--- src/verilog/asq_pkg.sv ---
// Purpose: Shared constants of the converter channel scan sequencer.
// Assumes: APB register map with 32-bit aligned words.
// Notes: Scan codes follow the 4-bit scan-mode field encoding.
package asq_pkg;
  // Register byte offsets.
  localparam logic [7:0] OFF_MODE = 8'h00;
  localparam logic [7:0] OFF_CUSTOM = 8'h04;
  localparam logic [7:0] OFF_SEQLAST = 8'h08;
  localparam logic [7:0] OFF_SEQADDR = 8'h0c;
  localparam logic [7:0] OFF_SEQDATA = 8'h10;
  localparam logic [7:0] OFF_CTRL = 8'h14;
  localparam logic [7:0] OFF_STATUS = 8'h18;
  // Field positions inside the mode control word.
  localparam int SCAN_LSB = 11;
  localparam int CHAN_LSB = 7;
  // Scan-mode codes.
  localparam logic [3:0] SCAN_HOLD = 4'h0;
  localparam logic [3:0] SCAN_STD_EXT = 4'h2;
  localparam logic [3:0] SCAN_UPPER_INT = 4'h5;
  localparam logic [3:0] SCAN_UPPER_EXT = 4'h6;
  localparam logic [3:0] SCAN_CUSTOM_INT = 4'h7;
  localparam logic [3:0] SCAN_CUSTOM_EXT = 4'h8;
  localparam logic [3:0] SCAN_USER = 4'h9;
  localparam logic [3:0] SCAN_RSVD_FIRST = 4'ha;
  // Reset values.
  localparam logic [3:0] RST_SCAN = SCAN_STD_EXT;
  localparam logic [3:0] RST_CHAN = 4'h0;
  localparam logic [15:0] RST_CUSTOM = 16'h0000;
  localparam logic [7:0] RST_SEQLAST = 8'h00;
endpackage

--- src/verilog/asq_scan_sequencer.sv ---
// Purpose: Decodes scan mode and channel fields into a conversion sequence.
// Assumes: APB slave, zero wait state; converter core answers each strobe with convDone.
// Notes: NUM_CH is 16 or 8 depending on the part.
`timescale 1ns/1ps
module asq_scan_sequencer #(
  parameter int NUM_CH = 16
) (
  input wire logic sys_clk,
  input wire logic rst_n,
  input wire logic psel,
  input wire logic penable,
  input wire logic pwrite,
  input wire logic [7:0] paddr,
  input wire logic [31:0] pwdata,
  output logic [31:0] prdata,
  output logic pready,
  output logic pslverr,
  input wire logic convDone,
  output logic convStrobe,
  output logic [3:0] convChannel,
  output logic clkInternal,
  output logic avgAllowed,
  output logic busy
);
  localparam logic [3:0] TOP_CH = 4'(NUM_CH - 1);
  localparam int SCAN_LSB_W = asq_pkg::SCAN_LSB;
  localparam int CHAN_LSB_W = asq_pkg::CHAN_LSB;
  typedef enum {ST_IDLE, ST_LOAD, ST_ISSUE, ST_WAIT} asq_state_t;

  logic rstMeta, rstSync;
  logic [3:0] scanMode, chanN;
  logic [15:0] customMask;
  logic [7:0] seqLast, seqAddr, seqIdx;
  logic [8:0] resultCount;
  logic [3:0] memData, curChan;
  asq_state_t state;
  logic setup, access, wrAcc, startReq, memWe, validCode;
  logic [3:0] wrScan, wrChan, chanClamp, next_chan;
  logic lastConv, firstFound;
  logic [3:0] firstChan;

  // Reset is released through two flops so that its removal is clean.
  always_ff @(posedge sys_clk or negedge rst_n) begin
    if (!rst_n) begin
      rstMeta <= 1'b0;
      rstSync <= 1'b0;
    end else begin
      rstMeta <= 1'b1;
      rstSync <= rstMeta;
    end
  end

  // Lowest set mask bit at or above start; custom lists are ascending by construction.
  function automatic logic [4:0] find_from(input logic [15:0] m, input logic [4:0] s);
    logic [4:0] r;
    r = 5'h10;
    for (int i = 15; i >= 0; i--) begin
      if (m[i] && (5'(i) >= s) && (4'(i) <= TOP_CH)) begin
        r = 5'(i);
      end
    end
    return r;
  endfunction

  assign setup = psel && !penable;
  assign access = psel && penable && pready;
  assign wrAcc = access && pwrite;
  assign wrScan = pwdata[SCAN_LSB_W+3:SCAN_LSB_W];
  assign wrChan = pwdata[CHAN_LSB_W+3:CHAN_LSB_W];
  // Hold code and reserved codes leave the mode and channel untouched.
  assign validCode = (wrScan != asq_pkg::SCAN_HOLD) && (wrScan < asq_pkg::SCAN_RSVD_FIRST);
  assign startReq = wrAcc && (paddr == asq_pkg::OFF_CTRL) && pwdata[0] && (state == ST_IDLE);
  assign memWe = wrAcc && (paddr == asq_pkg::OFF_SEQDATA);
  // Channels above the part's top are saturated so standard and upper scans never address a missing input.
  assign chanClamp = (chanN > TOP_CH) ? TOP_CH : chanN;

  asq_seq_mem #(.DEPTH(256), .AW(8), .DW(4)) uSeqMem (
    .clk(sys_clk),
    .we(memWe),
    .waddr(seqAddr),
    .wdata(pwdata[3:0]),
    .raddr(seqIdx),
    .rdata(memData)
  );

  // APB: one wait-free access; read data latched in the setup cycle.
  always_ff @(posedge sys_clk or negedge rstSync) begin
    if (!rstSync) begin
      pready <= 1'b0;
      pslverr <= 1'b0;
      prdata <= 32'h00000000;
    end else begin
      pready <= setup;
      pslverr <= setup && (paddr > asq_pkg::OFF_STATUS || paddr[1:0] != 2'h0);
      prdata <= 32'h00000000;
      if (setup && !pwrite) begin
        case (paddr)
          asq_pkg::OFF_MODE: prdata <= {17'h0, scanMode, chanN, 7'h0};
          asq_pkg::OFF_CUSTOM: prdata <= {16'h0, customMask};
          asq_pkg::OFF_SEQLAST: prdata <= {24'h0, seqLast};
          asq_pkg::OFF_SEQADDR: prdata <= {24'h0, seqAddr};
          asq_pkg::OFF_STATUS: prdata <= {15'h0, resultCount, curChan, avgAllowed,
                                          clkInternal, 1'b0, busy};
          default: prdata <= 32'h00000000;
        endcase
      end
    end
  end

  // Mode control word: scan code and binary channel number N.
  always_ff @(posedge sys_clk or negedge rstSync) begin
    if (!rstSync) begin
      scanMode <= asq_pkg::RST_SCAN;
      chanN <= asq_pkg::RST_CHAN;
    end else if (wrAcc && paddr == asq_pkg::OFF_MODE && validCode) begin
      scanMode <= wrScan;
      chanN <= wrChan;
    end
  end

  // Custom mask, index of the last user list entry and write pointer; the pointer steps on each data write.
  always_ff @(posedge sys_clk or negedge rstSync) begin
    if (!rstSync) begin
      customMask <= asq_pkg::RST_CUSTOM;
      seqLast <= asq_pkg::RST_SEQLAST;
      seqAddr <= 8'h00;
    end else if (wrAcc) begin
      if (paddr == asq_pkg::OFF_CUSTOM) customMask <= pwdata[15:0];
      if (paddr == asq_pkg::OFF_SEQLAST) seqLast <= pwdata[7:0];
      if (paddr == asq_pkg::OFF_SEQADDR) seqAddr <= pwdata[7:0];
      if (memWe) seqAddr <= seqAddr + 8'h01;
    end
  end

  // Clock source and averaging follow the selected scan mode.
  always_ff @(posedge sys_clk or negedge rstSync) begin
    if (!rstSync) begin
      clkInternal <= 1'b0;
      avgAllowed <= 1'b0;
    end else begin
      clkInternal <= (scanMode == asq_pkg::SCAN_UPPER_INT) ||
                     (scanMode == asq_pkg::SCAN_CUSTOM_INT);
      avgAllowed <= (scanMode == asq_pkg::SCAN_UPPER_INT) ||
                    (scanMode == asq_pkg::SCAN_CUSTOM_INT);
    end
  end

  // First channel of a scan and successor of the current one, per mode.
  always_comb begin
    logic [4:0] f;
    f = 5'h10;
    firstChan = 4'h0;
    firstFound = 1'b1;
    next_chan = curChan + 4'h1;
    lastConv = 1'b1;
    case (scanMode)
      asq_pkg::SCAN_STD_EXT: begin
        firstChan = 4'h0;
        lastConv = (curChan >= chanClamp);
      end
      asq_pkg::SCAN_UPPER_INT, asq_pkg::SCAN_UPPER_EXT: begin
        firstChan = chanClamp;
        lastConv = (curChan == TOP_CH);
      end
      asq_pkg::SCAN_CUSTOM_INT, asq_pkg::SCAN_CUSTOM_EXT: begin
        f = find_from(customMask, 5'h0);
        firstChan = f[3:0];
        firstFound = !f[4];
        f = find_from(customMask, {1'b0, curChan} + 5'h01);
        next_chan = f[3:0];
        lastConv = f[4];
      end
      asq_pkg::SCAN_USER: begin
        next_chan = memData;
        lastConv = (seqIdx == seqLast);
      end
      default: begin
        firstFound = 1'b0;
      end
    endcase
  end

  // Sequencer: load the first entry, strobe each conversion, wait for its completion.
  always_ff @(posedge sys_clk or negedge rstSync) begin
    if (!rstSync) begin
      state <= ST_IDLE;
      curChan <= 4'h0;
      seqIdx <= 8'h00;
      resultCount <= 9'h000;
      convStrobe <= 1'b0;
      convChannel <= 4'h0;
      busy <= 1'b0;
    end else begin
      convStrobe <= 1'b0;
      case (state)
        ST_IDLE: begin
          if (startReq && firstFound) begin
            state <= ST_LOAD;
            curChan <= firstChan;
            seqIdx <= 8'h00;
            resultCount <= 9'h000;
            busy <= 1'b1;
          end
        end
        ST_LOAD: begin
          // Gives the sequence memory one cycle to present the entry.
          state <= ST_ISSUE;
        end
        ST_ISSUE: begin
          convStrobe <= 1'b1;
          convChannel <= (scanMode == asq_pkg::SCAN_USER) ? memData : curChan;
          if (scanMode == asq_pkg::SCAN_USER) curChan <= memData;
          state <= ST_WAIT;
        end
        ST_WAIT: begin
          if (convDone) begin
            resultCount <= resultCount + 9'h001;
            if (lastConv) begin
              state <= ST_IDLE;
              busy <= 1'b0;
            end else if (scanMode == asq_pkg::SCAN_USER) begin
              seqIdx <= seqIdx + 8'h01;
              state <= ST_LOAD;
            end else begin
              curChan <= next_chan;
              state <= ST_ISSUE;
            end
          end
        end
        default: state <= ST_IDLE;
      endcase
    end
  end

  // Checks on the decoded behaviour.
  reserved_hold_a: assert property (@(posedge sys_clk) disable iff (!rstSync)
    wrAcc && paddr == asq_pkg::OFF_MODE && pwdata[14:11] >= 4'ha |=> $stable(scanMode) && $stable(chanN))
    else $error("reserved code changed mode");
  hold_code_a: assert property (@(posedge sys_clk) disable iff (!rstSync)
    wrAcc && paddr == asq_pkg::OFF_MODE && pwdata[14:11] == 4'h0 |=> $stable(scanMode) && $stable(chanN))
    else $error("hold code changed mode");
  std_first_a: assert property (@(posedge sys_clk) disable iff (!rstSync)
    convStrobe && resultCount == 9'h000 && scanMode == asq_pkg::SCAN_STD_EXT |-> convChannel == 4'h0 && !avgAllowed)
    else $error("standard scan did not start at channel 0");
  upper_int_a: assert property (@(posedge sys_clk) disable iff (!rstSync)
    convStrobe && scanMode == asq_pkg::SCAN_UPPER_INT |-> convChannel >= chanClamp && clkInternal && avgAllowed)
    else $error("upper internal scan wrong");
  upper_ext_a: assert property (@(posedge sys_clk) disable iff (!rstSync)
    convStrobe && scanMode == asq_pkg::SCAN_UPPER_EXT |-> convChannel >= chanClamp && !clkInternal)
    else $error("upper external scan wrong");
  custom_int_a: assert property (@(posedge sys_clk) disable iff (!rstSync)
    convStrobe && scanMode == asq_pkg::SCAN_CUSTOM_INT |-> customMask[convChannel] && clkInternal)
    else $error("custom scan used unlisted channel");
  custom_ascend_a: assert property (@(posedge sys_clk) disable iff (!rstSync)
    convStrobe && scanMode == asq_pkg::SCAN_CUSTOM_EXT && resultCount != 9'h000
    |-> convChannel > $past(curChan, 2) && !avgAllowed)
    else $error("custom external scan not ascending");
  user_ext_a: assert property (@(posedge sys_clk) disable iff (!rstSync)
    scanMode == asq_pkg::SCAN_USER && $past(scanMode) == asq_pkg::SCAN_USER |-> !clkInternal && !avgAllowed)
    else $error("user list must use external clock");
  chan_decode_a: assert property (@(posedge sys_clk) disable iff (!rstSync)
    wrAcc && paddr == asq_pkg::OFF_MODE && validCode |=> chanN == $past(pwdata[10:7]))
    else $error("channel field not decoded");
  top_bound_a: assert property (@(posedge sys_clk) disable iff (!rstSync)
    convStrobe && scanMode != asq_pkg::SCAN_USER |-> convChannel <= TOP_CH)
    else $error("channel beyond top of part");
endmodule // asq_scan_sequencer

--- src/verilog/asq_seq_mem.sv ---
// Purpose: Storage for the user-defined channel sequence.
// Assumes: One write port and one read port on the same clock.
// Notes: Read data appear one cycle after the address, from a register.
`timescale 1ns/1ps
module asq_seq_mem #(
  parameter int DEPTH = 256,
  parameter int AW = 8,
  parameter int DW = 4
) (
  input wire logic clk,
  input wire logic we,
  input wire logic [AW-1:0] waddr,
  input wire logic [DW-1:0] wdata,
  input wire logic [AW-1:0] raddr,
  output logic [DW-1:0] rdata
);
  logic [DW-1:0] mem [DEPTH];

  // Entries carry no reset, so software must load them before use.
  always_ff @(posedge clk) begin
    if (we) begin
      mem[waddr] <= wdata;
    end
    rdata <= mem[raddr];
  end
endmodule // asq_seq_mem
--- config.mk ---
export PLATFORM = sky130hd
export DESIGN_NAME = asq_scan_sequencer
export DESIGN_NICKNAME = d
export VERILOG_FILES = /design/src/verilog/asq_pkg.sv /design/src/verilog/asq_scan_sequencer.sv /design/src/verilog/asq_seq_mem.sv
export SDC_FILE = /design/constraint.sdc
export NUM_CORES = 1
export LEC_CHECK = 0
export ABC_CLOCK_PERIOD_IN_PS = 4700
export BUFFER_PORTS_ARGS = -buffer_cell sky130_fd_sc_hd__buf_2
export CELL_PAD_IN_SITES_DETAIL_PLACEMENT = 1
export CELL_PAD_IN_SITES_GLOBAL_PLACEMENT = 1
export CORE_AREA = 2 2 306 308
export DETAILED_ROUTE_END_ITERATION = 7
export DIE_AREA = 0 0 308 310
export PLACE_DENSITY = 0.71
export SYNTH_ARGS = -nofsm -noshare
export SYNTH_HDL_FRONTEND = slang
export SYNTH_SLANG_ARGS = --single-unit
--- constraint.sdc ---
create_clock -name sys_clk -period 4.7 [get_ports sys_clk]
set_input_delay 0.94 -clock sys_clk [delete_from_list [all_inputs] [get_ports sys_clk]]
set_output_delay 0.94 -clock sys_clk [all_outputs]
set_load 0.01 [all_outputs]
=== Word-level counts from Yosys, hierarchy flattened ===
Memories as Yosys holds them, arrays and structs flattened. A register that Yosys moved wholly into a read port is not among the register bits.
Index checks and enable logic that the tools add are counted.

* Register bits after elaboration: 136
* Memory bits (writable): 1024
* Input port bits: 46
* Output and inout port bits: 42
* Logic and storage cells: 189
* Memories: 1

{| class="wikitable"
|+ Memory list
! name !! depth !! bits a word !! rd ports !! clocked after memory_dff !! wr ports !! RTL line !! RTL
|-
| uSeqMem.mem || 256 || 4 || 1 || 1 || 1 || asq_seq_mem.sv:17 || <nowiki>logic [DW-1:0] mem [DEPTH];</nowiki>
|}

* $add $sub $neg: 5
* Order comparisons: 20
* Equal/unequal tests: 23
* Muxes and demuxes: 68
* Reductions and logical operators: 54

{| class="wikitable"
|+ Operators with widths
! cell !! count
|-
| 2-to-1 mux 5 bit || 33
|-
| case mux 32 bit (4 select lines) || 1
|-
| case mux 17 bit (5 select lines) || 1
|-
| equality test 32 x 2 -> 1 bit (second input constant) || 2
|-
| logical NOT 32 bit || 2
|-
| 2-to-1 mux 32 bit || 2
|-
| 2-to-1 mux 8 bit || 6
|-
| >= comparator 4 x 5 -> 1 bit (first input constant) || 8
|-
| equality test 32 x 1 -> 1 bit (second input constant) || 1
|-
| logical AND 1 bit || 30
|-
| 2-to-1 mux 4 bit || 7
|-
| equality test 8 x 5 -> 1 bit (second input constant) || 3
|-
| >= comparator 3 x 5 -> 1 bit (first input constant) || 4
|-
| 2-to-1 mux 9 bit || 2
|-
| case mux 9 bit (2 select lines) || 1
|-
| 2-to-1 mux 17 bit || 1
|-
| adder 8 x 1 -> 8 bit (second input constant) || 2
|-
| equality test 8 x 4 -> 1 bit (second input constant) || 2
|-
| case mux 8 bit (2 select lines) || 1
|-
| equality test 4 x 3 -> 1 bit (second input constant) || 3
|-
| equality test 4 bit (second input constant) || 3
|-
| inequality test 2 bit (second input constant) || 6
|-
| case mux 4 bit (3 select lines) || 1
|-
| >= comparator 1 x 5 -> 1 bit (first input constant) || 2
|-
| other kinds (28) || 46
|}

=== Logic depth before layout (Yosys ltp) ===
* Word-level depth: 24
* Mapped depth: 12
* Gate-level depth less buffers: 10

=== Modules after synthesis ===
A second synthesis with hierarchy kept.

* Cell total of the unflattened synthesis: 2655
* Area, all modules: 46284.4 µm²

{| class="wikitable"
|+ By module, submodules not included
! module !! instances !! cells each !! area each (µm²) !! sequential area each (µm²)
|-
| asq_seq_mem || 1 || 2051 || 40675.3 || 30829.6
|-
| asq_scan_sequencer || 1 || 604 || 5609.1 || 2278.4
|}

=== Worst setup path after synthesis ===
Ideal clock, no wire load.

* Kind: input to register
* Start point: input paddr[0]
* End point: memory uSeqMem.mem[199][0] (enable)
* Library setup time: 329 ps
* Data arrival time: 2857 ps
* Required time: 4371 ps
* Setup slack: 1514 ps
* Stages: 9
* Buffers on the path: 2
* Cells stage by stage: or4_4 -> nor2_2 -> and3_1 -> and2_1 -> buf_2 -> and3_1 -> nand2_1 -> clkbuf_1 -> nor2_1

* Word-level cells in the longest chain between the ends: 4

{| class="wikitable"
|+ RTL lines
! what !! RTL line !! RTL
|-
| start: declaration || asq_scan_sequencer.sv:13 || <nowiki>input wire logic [7:0] paddr,</nowiki>
|-
| equality test 8 x 5 -> 1 bit || asq_scan_sequencer.sv:73 || <nowiki>assign memWe = wrAcc && (paddr == asq_pkg::OFF_SEQDATA);</nowiki>
|-
| logical AND 1 bit || asq_scan_sequencer.sv:73 ||
|-
| 2-to-1 mux 1 bit || asq_seq_mem.sv:21 || <nowiki>if (we) begin</nowiki>
|-
| 2-to-1 mux 1 bit (not written as such) || asq_seq_mem.sv:22 || <nowiki>mem[waddr] <= wdata;</nowiki>
|-
| end: declaration || asq_seq_mem.sv:17 ||
|}

Every way passes these cells.

==> impl_metrics.tcl <==
set metrics [dict create \
    detail_route.iter0.violations 2529 \
    grt_start_max_net_pins 231 \
    fillers 8086 \
    drt-pass1-iter-count 7 \
    detail_route.vias_per_cell 6.25 \
    design.final.nets 2598 \
    start_util_pct 49.5 \
    synth.ff_latch_count 1119 \
    path_class "flop to flop" \
    power.ir.vdd_worst_v 0.000353 \
    track_usage_pct 25.1 \
    maxSlewViolCount 0 \
    rsz0062_at_grt "false" \
    clk_latency_ps 720 \
    post_route_minimum_period_ps 3830 \
    syn_inst 2464 \
    required_ps 5230 \
    r2r_setup_slk_ps 870 \
    areaGrowthSynthToFinish_pct 11.9 \
    timing.clock.skew_ps 20.4 \
    synth-edff-count 1024 \
    gp_routability_congestion 0.885 \
    cts_root_buf "clkbuf_16" \
    library_cells_used_by_synthesis 80 \
    status "finished clean" \
    core_area_um2 92500 \
    timing.fmax_mhz 261 \
    routed-via-count 23962 \
    antenna_violations_before_repair 0 \
    port_buffers 56 \
    setup-tns-final_ps 0 \
    cts.htree.levels 3 \
    drt_wl_total_um 117000 \
    grt_pass1_vias 25553 \
    ant_nets 0 \
    clock_path_buffers 3 \
    cp-end-kind "flop" \
    tightestPinTransition_ps 1180 \
    worst_r2r_end "uSeqMem.rdata[0]" \
    crit_path_max_fanout 44 \
    row_count 112 \
    grt_first_pass_wirelength_um 175000 \
    die-area_um2 95500 \
    fraction_of_final_layout_cells_with_drive_strength_greater_than_1_pct 24.6 \
    holdCritPathClass "flop to async pin" \
    synth_area_um2 45800 \
    drv_cap 0 \
    synth_async_sr_flop_share_pct 8.13 \
    route.detailed.drc 0 \
    cts_sinks 1119 \
    cts_tree "yes" \
    worstRegToRegCells 7 \
    clock_transition_time_at_the_flip_flop_clock_pins_of_the_worst_setup_and_hold_paths_ps 70 \
    fin_util_pct 55.4 \
    io-pin-count 88 \
    rr_startpoint "seqIdx[0]" \
    gr-total-overflow 0 \
    yosysSeqAreaShare_pct 72.3 \
    period_utilization_pct 81.5 \
    fp.dieW_um 308 \
    count_of_synthesis_stage_warnings_from_yosys 0 \
    number_of_gates_given_a_new_drive_strength_after_cts 0 \
    fp.dieH_um 310 \
    power.leakage_uw 0.0160 \
    crit_arrival_ps 4360 \
    avgRoutedWirePerCell_um 30.5 \
    antennaDiodeCount 0 \
    timing.critical_path.from_type "flop" \
    slew_headroom_pct 21.1 \
    cts-buffers-inserted 113 \
    hold_worst_slack_ps 323 \
    power.density_cell_area_nw_per_um2 415 \
    syn_avg_cell_area_um2 18.6 \
    dp.final_hpwl_um 72700 \
    synth_top_flop_cell "edfxtp_1" \
    hold_viol 0 \
    setup-violations-final 0 \
]
area by class of cell:
class | count | area [um^2] | area share [%]
Timing Repair Buffer | 119 | 1020 | 1.99
Multi-Input combinational cell | 1162 | 11800 | 23.0
Inverter | 24 | 90.1 | 0.176
Sequential cell | 1119 | 33100 | 64.6
Clock inverter | 85 | 858 | 1.67
Clock buffer | 125 | 2870 | 5.60
Tap cell | 1197 | 1500 | 2.92
metal layers:
metal	share of wire, %	up-vias	track usage (%)
li1	-	10038	-
met1	42	12833	35.2
met2	49	872	40.9
met3	6.0	219	4.24
met4	3.1	0	7.61
met5	0	-	0
synthesized netlist by cell type (5+ instances only):
cell	instances	area share, %
o21ai_1	6	0.066
nor4_1	7	0.096
inv_1	24	0.20
buf_2	28	0.31
a22oi_1	42	0.69
buf_1	12	0.098
a211oi_1	10	0.16
nand3_1	21	0.23
nand2_1	102	0.84
o31ai_1	6	0.098
a222oi_1	7	0.15
dfrtp_1	90	4.9
clkbuf_1	97	0.79
or3_1	10	0.14
nand4_1	8	0.11
o211ai_1	5	0.082
edfxtp_1	1024	67
ha_1	13	0.36
nor2b_1	10	0.14
buf_6	8	0.20
mux2_1	6	0.15
o21ai_0	40	0.44
mux2i_1	6	0.13
a31oi_1	12	0.16
and2_1	8	0.11
a21oi_1	45	0.49
nor3_1	20	0.22
mux2_2	22	0.54
xor2_1	16	0.31
nor2_1	305	2.5
mux4_2	320	16
nand2b_1	12	0.16
buf_4	28	0.46
and3_1	12	0.16
what timing repair did:
item / CTS / global route
hold endpoints to repair: 2 / 0
buffers inserted: 0 / 0
hold buffers: 1 / 0
critical path, cell delays in order (launching register included):
cell and delay [ps]:
dfrtp_4 710, buf_12 380, mux4_2 580, mux4_2 510, a22oi_1 470, a21oi_1 250, a211oi_1 500, a21oi_1 200
where the power goes:
| group | switching, uW | internal, uW |
|---|---|---|
| registers | 125 | 10900 |
| clock network | 3880 | 5190 |
| logic | 774 | 357 |
| total | 4780 | 16500 |
cell families after synthesis:
family / after synthesis / share of synthesized area, %
mux: 354 / 16.6
flops: 1119 / 72.3
compound gates: 216 / 3.15
simple gates: 544 / 5.24
buf+inv: 197 / 2.05
xor+xnor: 18 / 0.344
other cells: 2 / 0.0164
fa+ha+maj: 14 / 0.377
cell usage in the layout (no fill, tap or decap), drive strengths merged, types with 21 or more instances in the layout:
| cell type | netlist | routed |
|---|---|---|
| clkbuf | 97 | 125 |
| edfxtp | 1024 | 1024 |
| buf | 76 | 118 |
| clkinv | 0 | 59 |
| a22oi | 42 | 42 |
| dfrtp | 90 | 90 |
| mux4 | 320 | 320 |
| inv | 24 | 32 |
| nand3 | 21 | 21 |
| nor2 | 306 | 306 |
| a21oi | 47 | 47 |
| nor3 | 21 | 21 |
| mux2 | 28 | 28 |
| nand2 | 102 | 102 |
| o21ai | 46 | 46 |
metrics by stage:
step           setup slack [ps]  power (uW)  std cells  instance area (um^2)
3_5_place_dp                513       12400       3620                 47500
3_3_place_gp                703       12300       3620                 47500
2_1_floorplan              1510       11900       2478                 45900
4_1_cts                     965       21400       3831                 51300
5_1_grt                     818       21900       3831                 51300
6_report                    868       21300       3831                 51300
worst max path at each step:
stage | startpoint | endpoint | slack, ps | cells past startpoint
after floorplan | paddr[0] | uSeqMem.mem[199][0] | 1510 | 9
after global placement | paddr[0] | uSeqMem.mem[11][1] | 700 | 9
after detailed placement | paddr[0] | uSeqMem.mem[27][0] | 510 | 9
after CTS | seqIdx[0] | uSeqMem.rdata[0] | 960 | 7
after global routing | seqIdx[0] | uSeqMem.rdata[0] | 820 | 7
final | seqIdx[0] | uSeqMem.rdata[0] | 870 | 7
registers in the layout, summed over array words and instances (netlist names), 2 cells and up:
| name | flops |
|---|---|
| seqLast | 8 |
| convChannel | 4 |
| uSeqMem.rdata | 4 |
| scanMode | 4 |
| resultCount | 9 |
| prdata | 17 |
| state | 2 |
| seqAddr | 8 |
| seqIdx | 8 |
| chanN | 4 |
| curChan | 4 |
| uSeqMem.mem | 1024 |
| customMask | 16 |
Power figures use the tool's default switching activity.
